## src/logic/gpio_function_control_params.svh

```systemverilog
/*
 Address map, field positions, reset values and timing counts of the
 pin function block. Assumes inclusion by bare name from design files.
*/
`ifndef GPIO_FUNCTION_CONTROL_PARAMS_SVH
`define GPIO_FUNCTION_CONTROL_PARAMS_SVH
// register addresses on the serial register port
`define STATUS_ADDR 8'h23
`define PIN_CFG_ADDR 8'h24
`define MODE_ADDR 8'h25
// power-management bus page and command codes
`define PM_PAGE 8'hFF
`define PM_STATUS_CMD 8'hE7
`define PM_PIN_CFG_CMD 8'hE8
`define PM_MODE_CMD 8'hE9
// reset values
`define PIN_CFG_RESET 16'h0000
`define MODE_RESET 16'h0000
// pin function settings fields
`define FILTER_ON_BIT 15
`define OUT_ON_BIT 13
`define OUT_SRC_HI 12
`define OUT_SRC_LO 9
`define CH_MASK_HI 8
`define CH_MASK_LO 5
`define IN_FUNC_HI 4
`define IN_FUNC_LO 1
`define IN_ON_BIT 0
// channel mask bits inside the four-bit field
`define MASK_CH1_BIT 0
`define MASK_CH0_BIT 3
// operating mode settings fields
`define LOW_POWER_BIT 13
`define SHUTDOWN_HI 9
`define SHUTDOWN_LO 8
// status word fields
`define FLAG_BIT 8
`define WC0_BIT 7
`define WC1_BIT 4
// clock and glitch filter timing
`define CLK_PERIOD_NS 100
`define GLITCH_NS 400
`define GLITCH_CYCLES ((`GLITCH_NS + `CLK_PERIOD_NS - 1) / `CLK_PERIOD_NS)
`endif

```

## src/logic/gpio_function_control_pkg.sv

```systemverilog
/*
 Types of the pin function block: input functions, output sources,
 shutdown behaviours and the shutdown sequencer states.
 Assumes nothing of its surroundings.
*/
package gpio_function_control_pkg;
   // input actions selected by the input function field
   typedef enum logic [3:0] {
      FN_FAULT_DUMP = 4'h2,
      FN_CUR_PD = 4'h3,
      FN_VOLT_PD = 4'h4,
      FN_SHUTDOWN = 4'h5,
      FN_CLEAR = 4'h7,
      FN_SYNC_LOAD = 4'h8,
      FN_WAVE = 4'h9,
      FN_MARGIN = 4'hA,
      FN_RESET = 4'hB,
      FN_NVM_PROT = 4'hC,
      FN_MAP_LOCK = 4'hD
   } in_func_t;
   // status bits that may drive the pin
   typedef enum logic [3:0] {
      SRC_MEM_BUSY = 4'h1,
      SRC_CH1_BUSY = 4'h4,
      SRC_CH0_BUSY = 4'h7,
      SRC_WC1 = 4'h8,
      SRC_WC0 = 4'hB
   } out_src_t;
   // shutdown behaviour choices
   typedef enum logic [1:0] {
      SHD_HIZ = 2'h0,
      SHD_STORED = 2'h1,
      SHD_LOW = 2'h2,
      SHD_HIGH = 2'h3
   } shutdown_t;
   // shutdown sequencer, one-hot
   typedef enum logic [3:0] {
      SQ_IDLE = 4'h1,
      SQ_LOAD = 4'h2,
      SQ_SLEW = 4'h4,
      SQ_HIZ = 4'h8
   } seq_state_t;
endpackage

```

## src/logic/pin_event_if.sv

```systemverilog
/*
 Carrier of the conditioned pin level and its edge pulses between the
 input conditioner and the function controller. One clock domain.
*/
`timescale 1ns/10ps
interface pin_event_if;
   logic level; // conditioned pin level
   logic rise; // one-cycle rising edge pulse
   logic fall; // one-cycle falling edge pulse
   // producer side
   modport cond (output level, rise, fall);
   // consumer side
   modport user (input level, rise, fall);
endinterface // pin_event_if

```

## src/logic/pin_input_conditioner.sv

```systemverilog
/*
 Synchroniser, optional glitch filter and edge detector for the pin.
 Assumes pin_raw is asynchronous to clk and filter_on is on clk.
*/
`timescale 1ns/10ps
`include "gpio_function_control_params.svh"
module pin_input_conditioner #(
   parameter int FILTER_CYCLES = `GLITCH_CYCLES
) (
   // clock and reset
   input wire logic clk,
   input wire logic resetn,
   // pin and control
   input wire logic pin_raw,
   input wire logic filter_on,
   // conditioned events
   pin_event_if.cond ev
);
   logic sync_a; // first synchroniser stage
   logic sync_b; // second synchroniser stage
   logic cand; // last raw sample seen by the filter
   logic [7:0] stable_cnt; // cycles cand has been stable
   logic level; // conditioned level
   logic prev; // previous conditioned level
   logic next_level; // conditioned level next cycle

   ////////////////////////////////////////////////////////////////////
   // two-stage synchroniser, idle high
   always_ff @(posedge clk or negedge resetn) begin
      if (!resetn) begin
         sync_a <= 1'b1;
         sync_b <= 1'b1;
      end else begin
         sync_a <= pin_raw;
         sync_b <= sync_a;
      end
   end

   ////////////////////////////////////////////////////////////////////
   // stability counter of the glitch filter
   always_ff @(posedge clk or negedge resetn) begin
      if (!resetn) begin
         cand <= 1'b1;
         stable_cnt <= 8'h00;
      end else if (sync_b != cand) begin
         cand <= sync_b;
         stable_cnt <= 8'h00;
      end else if (stable_cnt != 8'hFF) begin
         stable_cnt <= stable_cnt + 8'h01;
      end
   end

   // filtered path waits for a stable run, bypass follows directly
   always_comb begin
      next_level = level;
      if (!filter_on) begin
         next_level = sync_b;
      end else if (stable_cnt >= 8'(FILTER_CYCLES - 1)) begin
         next_level = cand;
      end
   end

   ////////////////////////////////////////////////////////////////////
   // level and previous sample for edge detection
   always_ff @(posedge clk or negedge resetn) begin
      if (!resetn) begin
         level <= 1'b1;
         prev <= 1'b1;
      end else begin
         level <= next_level;
         prev <= level;
      end
   end

   // edges compare current sample with previous one
   assign ev.level = level;
   assign ev.rise = level & ~prev;
   assign ev.fall = ~level & prev;
endmodule // pin_input_conditioner

```

## src/logic/gpio_function_control.sv

```systemverilog
/*
 Multi-function general-purpose pin of a dual-channel converter: the
 pin settings and operating mode registers, status output mux, input
 actions and the safe-shutdown sequencer.
 Assumes register and power-bus accesses arrive as one-cycle strobes on
 ref_clk, and status inputs come from logic on ref_clk.
*/
`timescale 1ns/10ps
`include "gpio_function_control_params.svh"
module gpio_function_control
   import gpio_function_control_pkg::*;
#(
   parameter int FILTER_CYCLES = `GLITCH_CYCLES,
   parameter int CHANNELS = 2
) (
   // clock and reset
   input wire logic ref_clk,
   input wire logic resetn,
   // serial register port
   input wire logic reg_wr,
   input wire logic reg_rd,
   input wire logic [7:0] reg_addr,
   input wire logic [15:0] reg_wdata,
   output logic [15:0] reg_rdata,
   // power-management bus port
   input wire logic pm_wr,
   input wire logic pm_rd,
   input wire logic [7:0] pm_page,
   input wire logic [7:0] pm_cmd,
   // general-purpose pin
   input wire logic pin_in,
   output logic pin_out,
   output logic pin_oe,
   // status sources
   input wire logic memory_write_pending,
   input wire logic ch0_busy,
   input wire logic ch1_busy,
   input wire logic window_compare_ch0,
   input wire logic window_compare_ch1,
   input wire logic slew_done,
   // global actions
   output logic fault_dump,
   output logic output_clear,
   output logic device_reset,
   output logic nvm_write_allow,
   output logic map_locked,
   // per-channel actions, index 0 is channel 0
   output logic [CHANNELS-1:0] current_output_down,
   output logic [CHANNELS-1:0] voltage_output_down,
   output logic [CHANNELS-1:0] synchronous_load,
   output logic [CHANNELS-1:0] wave_run,
   output logic [CHANNELS-1:0] margin_high,
   // shutdown sequencer and mode outputs
   output logic shutdown_load_stored,
   output logic shutdown_slew_low,
   output logic shutdown_slew_high,
   output logic shutdown_hiz,
   output logic low_power_select,
   output logic shutdown_flag
);
   logic [15:0] pin_cfg; // pin function settings
   logic [15:0] mode_cfg; // operating mode settings
   pin_event_if ev (); // conditioned pin events
   logic pm_hit; // power bus addresses this page
   logic wr_cfg; // accepted write to pin settings
   logic wr_mode; // accepted write to mode settings
   logic rd_status; // read of the status word
   logic [7:0] rd_addr; // address of the current read
   logic in_on; // input actions enabled
   logic [3:0] func; // raw input function field
   logic [3:0] mask; // raw channel mask field
   logic [CHANNELS-1:0] chan_sel; // channel enables by index
   logic act_rise; // qualified rising edge
   logic act_fall; // qualified falling edge
   logic func_valid; // function code is a listed one
   logic shutdown_go; // start of safe shutdown
   logic next_out; // next pin output value
   seq_state_t seq; // shutdown sequencer state
   seq_state_t next_seq; // its next value

   ////////////////////////////////////////////////////////////////////
   // pin conditioning
   pin_input_conditioner #(.FILTER_CYCLES(FILTER_CYCLES)) u_cond (
      .clk(ref_clk),
      .resetn(resetn),
      .pin_raw(pin_in),
      .filter_on(pin_cfg[`FILTER_ON_BIT]),
      .ev(ev)
   );

   ////////////////////////////////////////////////////////////////////
   // address decode, both ports share the registers
   assign pm_hit = (pm_page == `PM_PAGE);
   assign wr_cfg = ~map_locked & ((reg_wr & (reg_addr == `PIN_CFG_ADDR))
                   | (pm_wr & pm_hit & (pm_cmd == `PM_PIN_CFG_CMD)));
   assign wr_mode = ~map_locked & ((reg_wr & (reg_addr == `MODE_ADDR))
                    | (pm_wr & pm_hit & (pm_cmd == `PM_MODE_CMD)));
   // power bus commands map onto register addresses for reading
   always_comb begin
      rd_addr = 8'h00;
      if (reg_rd) begin
         rd_addr = reg_addr;
      end else if (pm_rd & pm_hit) begin
         unique case (pm_cmd)
            `PM_STATUS_CMD: rd_addr = `STATUS_ADDR;
            `PM_PIN_CFG_CMD: rd_addr = `PIN_CFG_ADDR;
            `PM_MODE_CMD: rd_addr = `MODE_ADDR;
            default: rd_addr = 8'h00; // unmapped command
         endcase
      end
   end
   assign rd_status = (reg_rd | (pm_rd & pm_hit)) & (rd_addr == `STATUS_ADDR);

   ////////////////////////////////////////////////////////////////////
   // pin function settings register
   always_ff @(posedge ref_clk or negedge resetn) begin
      if (!resetn) begin
         pin_cfg <= `PIN_CFG_RESET;
      end else if (wr_cfg) begin
         pin_cfg <= reg_wdata;
      end
   end

   // operating mode settings register, reserved bits kept as written
   always_ff @(posedge ref_clk or negedge resetn) begin
      if (!resetn) begin
         mode_cfg <= `MODE_RESET;
      end else if (wr_mode) begin
         mode_cfg <= reg_wdata;
      end
   end

   ////////////////////////////////////////////////////////////////////
   // read data, one cycle after the read strobe
   always_ff @(posedge ref_clk or negedge resetn) begin
      if (!resetn) begin
         reg_rdata <= 16'h0000;
      end else if (reg_rd | pm_rd) begin
         unique case (rd_addr)
            `PIN_CFG_ADDR: reg_rdata <= pin_cfg;
            `MODE_ADDR: reg_rdata <= mode_cfg;
            `STATUS_ADDR: begin
               reg_rdata <= 16'h0000;
               reg_rdata[`FLAG_BIT] <= shutdown_flag;
               reg_rdata[`WC0_BIT] <= window_compare_ch0;
               reg_rdata[`WC1_BIT] <= window_compare_ch1;
            end
            default: reg_rdata <= 16'h0000; // unmapped reads zero
         endcase
      end
   end

   ////////////////////////////////////////////////////////////////////
   // field decode
   assign in_on = pin_cfg[`IN_ON_BIT];
   assign func = pin_cfg[`IN_FUNC_HI:`IN_FUNC_LO];
   assign mask = pin_cfg[`CH_MASK_HI:`CH_MASK_LO];
   assign chan_sel = {mask[`MASK_CH1_BIT], mask[`MASK_CH0_BIT]};
   // listed codes only
   always_comb begin
      unique case (func)
         FN_FAULT_DUMP, FN_CUR_PD, FN_VOLT_PD, FN_SHUTDOWN, FN_CLEAR,
         FN_SYNC_LOAD, FN_WAVE, FN_MARGIN, FN_RESET, FN_NVM_PROT,
         FN_MAP_LOCK: func_valid = 1'b1;
         default: func_valid = 1'b0;
      endcase
   end
   assign act_rise = in_on & func_valid & ev.rise;
   assign act_fall = in_on & func_valid & ev.fall;
   assign shutdown_go = act_fall & (func == FN_SHUTDOWN);

   ////////////////////////////////////////////////////////////////////
   // status output mux and driver enable
   always_comb begin
      unique case (pin_cfg[`OUT_SRC_HI:`OUT_SRC_LO])
         SRC_MEM_BUSY: next_out = memory_write_pending;
         SRC_CH1_BUSY: next_out = ch1_busy;
         SRC_CH0_BUSY: next_out = ch0_busy;
         SRC_WC1: next_out = window_compare_ch1;
         SRC_WC0: next_out = window_compare_ch0;
         default: next_out = 1'b0; // no source selected
      endcase
   end
   always_ff @(posedge ref_clk or negedge resetn) begin
      if (!resetn) begin
         pin_out <= 1'b0;
         pin_oe <= 1'b0;
      end else begin
         pin_out <= next_out;
         pin_oe <= pin_cfg[`OUT_ON_BIT];
      end
   end

   ////////////////////////////////////////////////////////////////////
   // global pulse and level actions
   always_ff @(posedge ref_clk or negedge resetn) begin
      if (!resetn) begin
         fault_dump <= 1'b0;
         output_clear <= 1'b0;
      end else begin
         fault_dump <= act_fall & (func == FN_FAULT_DUMP);
         // held for as long as the pin stays low
         output_clear <= in_on & (func == FN_CLEAR) & ~ev.level;
      end
   end

   // global latched states set and cleared by edges
   always_ff @(posedge ref_clk or negedge resetn) begin
      if (!resetn) begin
         device_reset <= 1'b0;
         nvm_write_allow <= 1'b0;
         map_locked <= 1'b0;
      end else begin
         if (act_fall & (func == FN_RESET)) device_reset <= 1'b1;
         if (act_rise & (func == FN_RESET)) device_reset <= 1'b0;
         if (act_fall & (func == FN_NVM_PROT)) nvm_write_allow <= 1'b1;
         if (act_rise & (func == FN_NVM_PROT)) nvm_write_allow <= 1'b0;
         if (act_fall & (func == FN_MAP_LOCK)) map_locked <= 1'b0;
         if (act_rise & (func == FN_MAP_LOCK)) map_locked <= 1'b1;
      end
   end

   ////////////////////////////////////////////////////////////////////
   // per-channel actions, only on channels the mask enables
   always_ff @(posedge ref_clk or negedge resetn) begin
      if (!resetn) begin
         current_output_down <= '0;
         voltage_output_down <= '0;
         synchronous_load <= '0;
         wave_run <= '0;
         margin_high <= '0;
      end else begin
         // load pulse on a falling edge, for the channels the mask enables
         synchronous_load <= (act_fall & (func == FN_SYNC_LOAD)) ? chan_sel : '0;
         for (int c = 0; c < CHANNELS; c++) begin
            if (chan_sel[c]) begin
               if (act_fall & (func == FN_CUR_PD)) current_output_down[c] <= 1'b1;
               if (act_rise & (func == FN_CUR_PD)) current_output_down[c] <= 1'b0;
               if (act_fall & (func == FN_VOLT_PD)) voltage_output_down[c] <= 1'b1;
               if (act_rise & (func == FN_VOLT_PD)) voltage_output_down[c] <= 1'b0;
               if (act_fall & (func == FN_WAVE)) wave_run[c] <= 1'b0;
               if (act_rise & (func == FN_WAVE)) wave_run[c] <= 1'b1;
               if (act_fall & (func == FN_MARGIN)) margin_high[c] <= 1'b0;
               if (act_rise & (func == FN_MARGIN)) margin_high[c] <= 1'b1;
            end
         end
      end
   end

   ////////////////////////////////////////////////////////////////////
   // safe-shutdown sequencer
   always_comb begin
      next_seq = seq;
      unique case (seq)
         SQ_IDLE: begin
            if (shutdown_go) begin
               unique case (shutdown_t'(mode_cfg[`SHUTDOWN_HI:`SHUTDOWN_LO]))
                  SHD_HIZ: next_seq = SQ_HIZ;
                  SHD_STORED: next_seq = SQ_LOAD;
                  SHD_LOW, SHD_HIGH: next_seq = SQ_SLEW;
               endcase
            end
         end
         // stored code applied in one step
         SQ_LOAD: next_seq = SQ_HIZ;
         // wait for the channels to reach the margin code
         SQ_SLEW: begin
            if (slew_done) next_seq = SQ_HIZ;
         end
         // power-down reached, stays until a new trigger
         SQ_HIZ: begin
            if (shutdown_go) next_seq = SQ_IDLE;
         end
      endcase
   end
   always_ff @(posedge ref_clk or negedge resetn) begin
      if (!resetn) begin
         seq <= SQ_IDLE;
      end else begin
         seq <= next_seq;
      end
   end

   // sequencer outputs and mode bits
   always_ff @(posedge ref_clk or negedge resetn) begin
      if (!resetn) begin
         shutdown_load_stored <= 1'b0;
         shutdown_slew_low <= 1'b0;
         shutdown_slew_high <= 1'b0;
         shutdown_hiz <= 1'b0;
         low_power_select <= 1'b0;
      end else begin
         shutdown_load_stored <= (next_seq == SQ_LOAD);
         shutdown_slew_low <= (next_seq == SQ_SLEW) & ~mode_cfg[`SHUTDOWN_LO];
         shutdown_slew_high <= (next_seq == SQ_SLEW) & mode_cfg[`SHUTDOWN_LO];
         shutdown_hiz <= (next_seq == SQ_HIZ);
         low_power_select <= mode_cfg[`LOW_POWER_BIT];
      end
   end

   // shutdown flag, a new trigger wins over a clearing read
   always_ff @(posedge ref_clk or negedge resetn) begin
      if (!resetn) begin
         shutdown_flag <= 1'b0;
      end else if (shutdown_go) begin
         shutdown_flag <= 1'b1;
      end else if (rd_status) begin
         shutdown_flag <= 1'b0;
      end
   end
endmodule // gpio_function_control

```

## config.mk

```make
export PLATFORM = sky130hd
export DESIGN_NAME = gpio_function_control
export DESIGN_NICKNAME = d
export VERILOG_FILES = /design/src/logic/gpio_function_control_pkg.sv /design/src/logic/pin_event_if.sv /design/src/logic/pin_input_conditioner.sv /design/src/logic/gpio_function_control.sv
export VERILOG_INCLUDE_DIRS = /design/src /design/src/logic
export SDC_FILE = /design/constraint.sdc
export NUM_CORES = 1
export LEC_CHECK = 0
export BUFFER_PORTS_ARGS = -buffer_cell sky130_fd_sc_hd__buf_2
export CAP_MARGIN = 30
export CORE_ASPECT_RATIO = 0.8
export CORE_MARGIN = 2
export CORE_UTILIZATION = 35
export CTS_BUF_LIST = sky130_fd_sc_hd__clkbuf_8
export CTS_CLUSTER_SIZE = 20
export DETAILED_ROUTE_END_ITERATION = 6
export GPL_TIMING_DRIVEN = 0
export HOLD_SLACK_MARGIN = 0.03
export SKIP_LAST_GASP = 1
export SYNTH_ARGS = -nofsm -noshare
export SYNTH_HDL_FRONTEND = slang
export SYNTH_SLANG_ARGS = --single-unit
export TNS_END_PERCENT = 1
```

## constraint.sdc

```tcl
create_clock -name ref_clk -period 3.3 [get_ports ref_clk]
set_clock_uncertainty 0.1 [all_clocks]
set_input_delay 0.825 -clock ref_clk [delete_from_list [all_inputs] [get_ports ref_clk]]
set_output_delay 0.825 -clock ref_clk [all_outputs]
set_load 0.01 [all_outputs]
```

# After elaboration in Yosys (flattened, before gate mapping)
# Memories as Yosys holds them, arrays and structs flattened.
# Cells that the tools add are included.
[word_totals]
word_cells = 166
rom_bits = 16
n_memories = 1
regBits = 88
out_inout_bits = 39
[op_classes]
addsub = 1
muxes = 31
order_cmp = 1
n_reduce_logical = 19
eq_ne = 38
bitwise = 43
[mem_list]
columns = ["name", "words", "width", "read_ports", "rd_ports_with_merged_regs", "write_ports", "line", "rtl"]
rows = [
  ["(no name shown)", 16, 1, 1, 0, 0, "gpio_function_control.sv:161", "unique case (func)"],
]
[op_table]
columns = ["cell", "count"]
rows = [
  ["$pmux W16 S3", 1],
  ["$eq A4 B4 Y1 const B", 10],
  ["$eq A8 B6 Y1 const B", 5],
  ["$and A1 B1 Y1", 35],
  ["$eq A8 B8 Y1 const B", 4],
  ["$mux W8", 4],
  ["$eq A4 B3 Y1 const B", 7],
  ["$mux W1", 18],
  ["$pmux W6 S3", 1],
  ["$reduce_bool A2 Y1", 9],
  ["$eq A4 B2 Y1 const B", 4],
  ["$pmux W4 S4", 1],
  ["$reduce_and A2 Y1", 8],
  ["$mux W4", 3],
  ["$pmux W4 S3", 1],
  ["$add A8 B1 Y8 const B", 1],
  ["$eq A4 B1 Y1 const B", 2],
  ["$ge A8 B2 Y1 const B", 1],
  ["$ne A8 B8 Y1 const B", 1],
  ["$pmux W1 S5", 1],
  ["$eq A2 B2 Y1 const B", 2],
  ["$not A1 Y1", 4],
  ["$or A1 B1 Y1", 4],
  ["$eq A2 B1 Y1 const B", 1],
  ["other kinds (5)", 5],
]

# Logic depth before layout (Yosys ltp)
[depth]
ltp_word = 8
mapped_depth = 7
depth_no_buf = 6

# Modules after synthesis
# A second synthesis with hierarchy kept.
[hier_totals]
hier_cells = 372
hier_area_um2 = 4251.6
[by_module_without_submodules]
columns = ["mod", "n_inst", "area_per_inst_um2", "seq_area_each_um2", "cells_per_inst"]
rows = [
  ["gpio_function_control", 1, 3552.2, 1878.1, 310],
  ["pin_input_conditioner", 1, 699.4, 331.6, 62],
]

# Least setup slack after synthesis
# No wires, ideal clock.
[synth_timing]
path_type = "input to register"
start = "input reg_addr[3]"
end = "register pin_cfg[0]"
setup_time_ps = 127
path_slack_ps = 774
stages = 6
t_arrival_ps = 2299
cell_sequence = "or4_4 > nor3_2 > a32oi_1 > nor2_4 > buf_6 > mux2_1"
[synth_between]
elab_chain_len = 4
[synth_lines]
columns = ["element", "line", "rtl"]
rows = [
  ["from (decl)", "gpio_function_control.sv:22", "input wire logic [7:0] reg_addr,"],
  ["$eq A8 B6 Y1 (no source line)", "-", ""],
  ["$and A1 B1 Y1", "gpio_function_control.sv:94", "assign wr_cfg = ~map_locked & ((reg_wr & (reg_addr == `PIN_CFG_ADDR))"],
  ["$or A1 B1 Y1", "gpio_function_control.sv:94", ""],
  ["$and A1 B1 Y1", "gpio_function_control.sv:94", ""],
  ["to (signal assigned)", "gpio_function_control.sv:118", "pin_cfg <= `PIN_CFG_RESET;"],
  ["to (signal assigned)", "gpio_function_control.sv:120", "pin_cfg <= reg_wdata;"],
  ["to (decl)", "gpio_function_control.sv:61", "logic [15:0] pin_cfg;"],
]
# Every way passes these cells.
# A chain may end at the register's enable or synchronous reset.

# Worst setup path after layout
[layout_timing]
start = "input pm_cmd[1]"
end = "register pin_cfg[8]"
[layout_between]
elab_chain_len = 4
[layout_lines]
columns = ["element", "line", "rtl"]
rows = [
  ["from (decl)", "gpio_function_control.sv:29", "input wire logic [7:0] pm_cmd,"],
  ["$eq A8 B8 Y1", "-", ""],
  ["$and A1 B1 Y1", "gpio_function_control.sv:95", "| (pm_wr & pm_hit & (pm_cmd == `PM_PIN_CFG_CMD)));"],
  ["$or A1 B1 Y1", "gpio_function_control.sv:94", ""],
  ["$and A1 B1 Y1", "gpio_function_control.sv:94", ""],
]
# Every way passes these cells.

==> metrics.txt <==
status=finished, final reports clean; worst hold path type=reg -> reg; Post-synth EDFFs=0; max frequency=0.382 GHz; GRT Util Overall=15.6%; period utilization=79.3%; grt met3 use=3.87%; Skew-Pair Late Insertion Delay=0.36 ns; WP data required=3.43 ns; WS Path Type=in -> reg; crit path time final=2.62 ns; R2R depth=6; max_slew headroom=56.0%; Slew @ Worst Pin=0.658 ns; RSZ-0062 raised after global routing=false; post_cts resized=0; met1 Usage GRT=21.5%; list of most frequent post-synthesis cells=dfrtp_1 (82), o21ai_0 (31), nand2_1 (28), mux2i_1 (21), mux2_1 (20); Die ar.=12600 um^2; vias per inst=5.15; row count=35; ys async rst share=100%; drt first pass iters=4; CTS tree=done; setup_tns=0 ns; WHS Path Cells=0; layout cells sized above 1=30.3%; die width=125 um; post-DP HPWL=6.99 mm; vias=3176; H-tree levels=3; # DRC=0; fin util=43.4%; Mapped Nets=415; met2 Resource Use GR=24.5%; final setup vio count=0; CP max FO=10; hold buffer count at CTS=0; syn avg cell area=11.4 um^2; clock buffer depth=2; Num CTS Buffers=9; Synth Instances=361; Clk pin slew, worst setup/hold paths=0.08 ns; Distinct cells, synth=58; clock root buffer master=clkbuf_8; leak pwr=2.45 nW; worst IR drop on VDD=0.230 mV; Initial Util=35.8%; R2R Setup Slk=1.12 ns; Reg-to-Reg End=shutdown_slew_low$_DFF_PN0_; Seq cells post-synth=88; largest net degree at the start of global routing=63; Crit Reg-Reg Startpoint=u_cond.ev.level$_DFFE_PN1P_; Netlist Area Pre-Place=4110 um^2; antenna cell count=0; Layout area overhead=21.2%; crit end category=flip-flop; DR iter-0 viols=116; Synth area leader=dfrtp_1; pwr dens=428 nW/um^2; sequential share of the synthesized area=53.8%; Die Span Y=101 um; synth top area cells=dfrtp_1 (50%), mux2_1 (5.5%), mux2i_1 (5.1%), dfstp_2 (3.8%), o21ai_0 (3.8%); post-CTS setup buffer count=0; Port Buf Inserts=91; Max-cap violations=0; Worst Setup Start Kind=input port; Hold Crit Start=u_cond.sync_a$_DFF_PN1_; Warnings, synthesis=0; main flop type after synthesis=dfrtp_1; number of global-route vias before repair=3117; fin nets=518; final hold vios=0; final max-slew violation count=0; WHS Endpoint=u_cond.sync_b$_DFF_PN1_; Crit path arrival time=2.75 ns; antenna viol nets, final=0; Core Area=11500 um^2; final WL=9.53 mm; drt wl/cell=15.4 um; gr ovfl total=0; CTS sink cnt=88; most frequent cell after synthesis=dfrtp_1; GP Congestion=0.854; filler cell count=1115; initial antenna violation count=0; IO Pins=92; Yosys top cell area share=50.0%; GR peak layer=met2; first-pass GRT wire length=15.7 mm
-- logic make-up after synthesis --
| group | after synthesis | share of synthesized area (%) |
|---|---|---|
| simple gates | 118 | 17.0 |
| mux | 53 | 13.9 |
| compound gates | 73 | 11.0 |
| xor+xnor | 4 | 0.854 |
| flops | 88 | 53.8 |
| buf+inv | 24 | 3.14 |
| fa+ha+maj | 1 | 0.305 |
-- layer usage --
layer / vias to the layer above / routed length [um]
li1: 1531 / -
met2: 85 / 4230
met3: 11 / 469
met4: 0 / 134
met1: 1549 / 4690
met5: - / 0
-- final cells by class --
cell class / instances / area [um^2] / area share, %
repair buffers: 92 / 485 / 9.76
inverters: 7 / 26.3 / 0.528
multi-input cells: 249 / 1770 / 35.5
flip-flops and latches: 88 / 2210 / 44.4
clock inverters: 6 / 61.3 / 1.23
well taps: 148 / 185 / 3.72
plain buffers: 17 / 103 / 2.06
clock buffers: 10 / 138 / 2.77
-- state kept, by name, summed over array words and instances, names as in the netlist, 2 cells and up --
signal and flops:
voltage_output_down 2, reg_rdata 16, synchronous_load 2, seq 4, margin_high 2, current_output_down 2
mode_cfg 16, pin_cfg 16, wave_run 2, u_cond.stable_cnt 8
-- worst max-delay path by stage --
stage	startpoint	end	cells past startpoint
after floorplan	reg_addr[3]	pin_cfg[0]$_DFFE_PN0P_	6
after global placement	pm_cmd[1]	pin_cfg[1]$_DFFE_PN0P_	7
after detailed placement	pm_cmd[1]	pin_cfg[13]$_DFFE_PN0P_	7
after CTS	pm_cmd[1]	pin_cfg[9]$_DFFE_PN0P_	7
after global routing	pm_cmd[1]	pin_cfg[9]$_DFFE_PN0P_	7
final	pm_cmd[1]	pin_cfg[8]$_DFFE_PN0P_	7
-- placed cells by master, fill, tap and decap left out, types with 3 or more instances in the layout --
master / instances
clkbuf_1: 11
mux2_1: 20
dfstp_2: 6
dfrtp_1: 82
mux2_2: 12
nand3b_1: 3
and3_1: 3
buf_6: 5
nor2b_1: 5
nand3_1: 11
inv_1: 8
clkbuf_8: 10
xor2_1: 3
nand4_1: 4
a31oi_1: 10
nor2_1: 17
mux2i_1: 21
nor4_1: 7
nand2b_1: 8
buf_2: 91
nand2_1: 28
o21ai_0: 31
and2_1: 6
a21oi_1: 12
a32oi_1: 3
-- report_power, final --
| part | leakage, nW | switching, W | total, W | internal, W |
|---|---|---|---|---|
| Combinational | 1.17 | 0.000122 | 0.000222 | 0.0000995 |
| Sequential | 1.17 | 0.0000380 | 0.00116 | 0.00112 |
| Clock | 0.107 | 0.000380 | 0.000748 | 0.000368 |
-- critical path, cell delays in order --
cell	delay, ns
buf_2	0.10
or3b_1	0.41
nor4_1	0.35
a32oi_1	0.22
nor2_4	0.27
buf_6	0.22
mux2_1	0.34
-- through the flow --
| stage | total power (W) | hold WS, ns | cell area, um^2 | instances | setup slack, ns |
|---|---|---|---|---|---|
| after floorplan | 0.00129 | 0.245 | 4110 | 361 | 0.774 |
| after global placement | 0.00139 | 0.247 | 4750 | 600 | 0.387 |
| after detailed placement | 0.00141 | 0.247 | 4780 | 601 | 0.316 |
| after CTS | 0.00217 | 0.258 | 4970 | 617 | 0.685 |
| after global routing | 0.00224 | 0.263 | 4970 | 617 | 0.534 |
| final | 0.00213 | 0.258 | 4970 | 617 | 0.684 |
No activity file was read; power rests on OpenSTA's default activity.
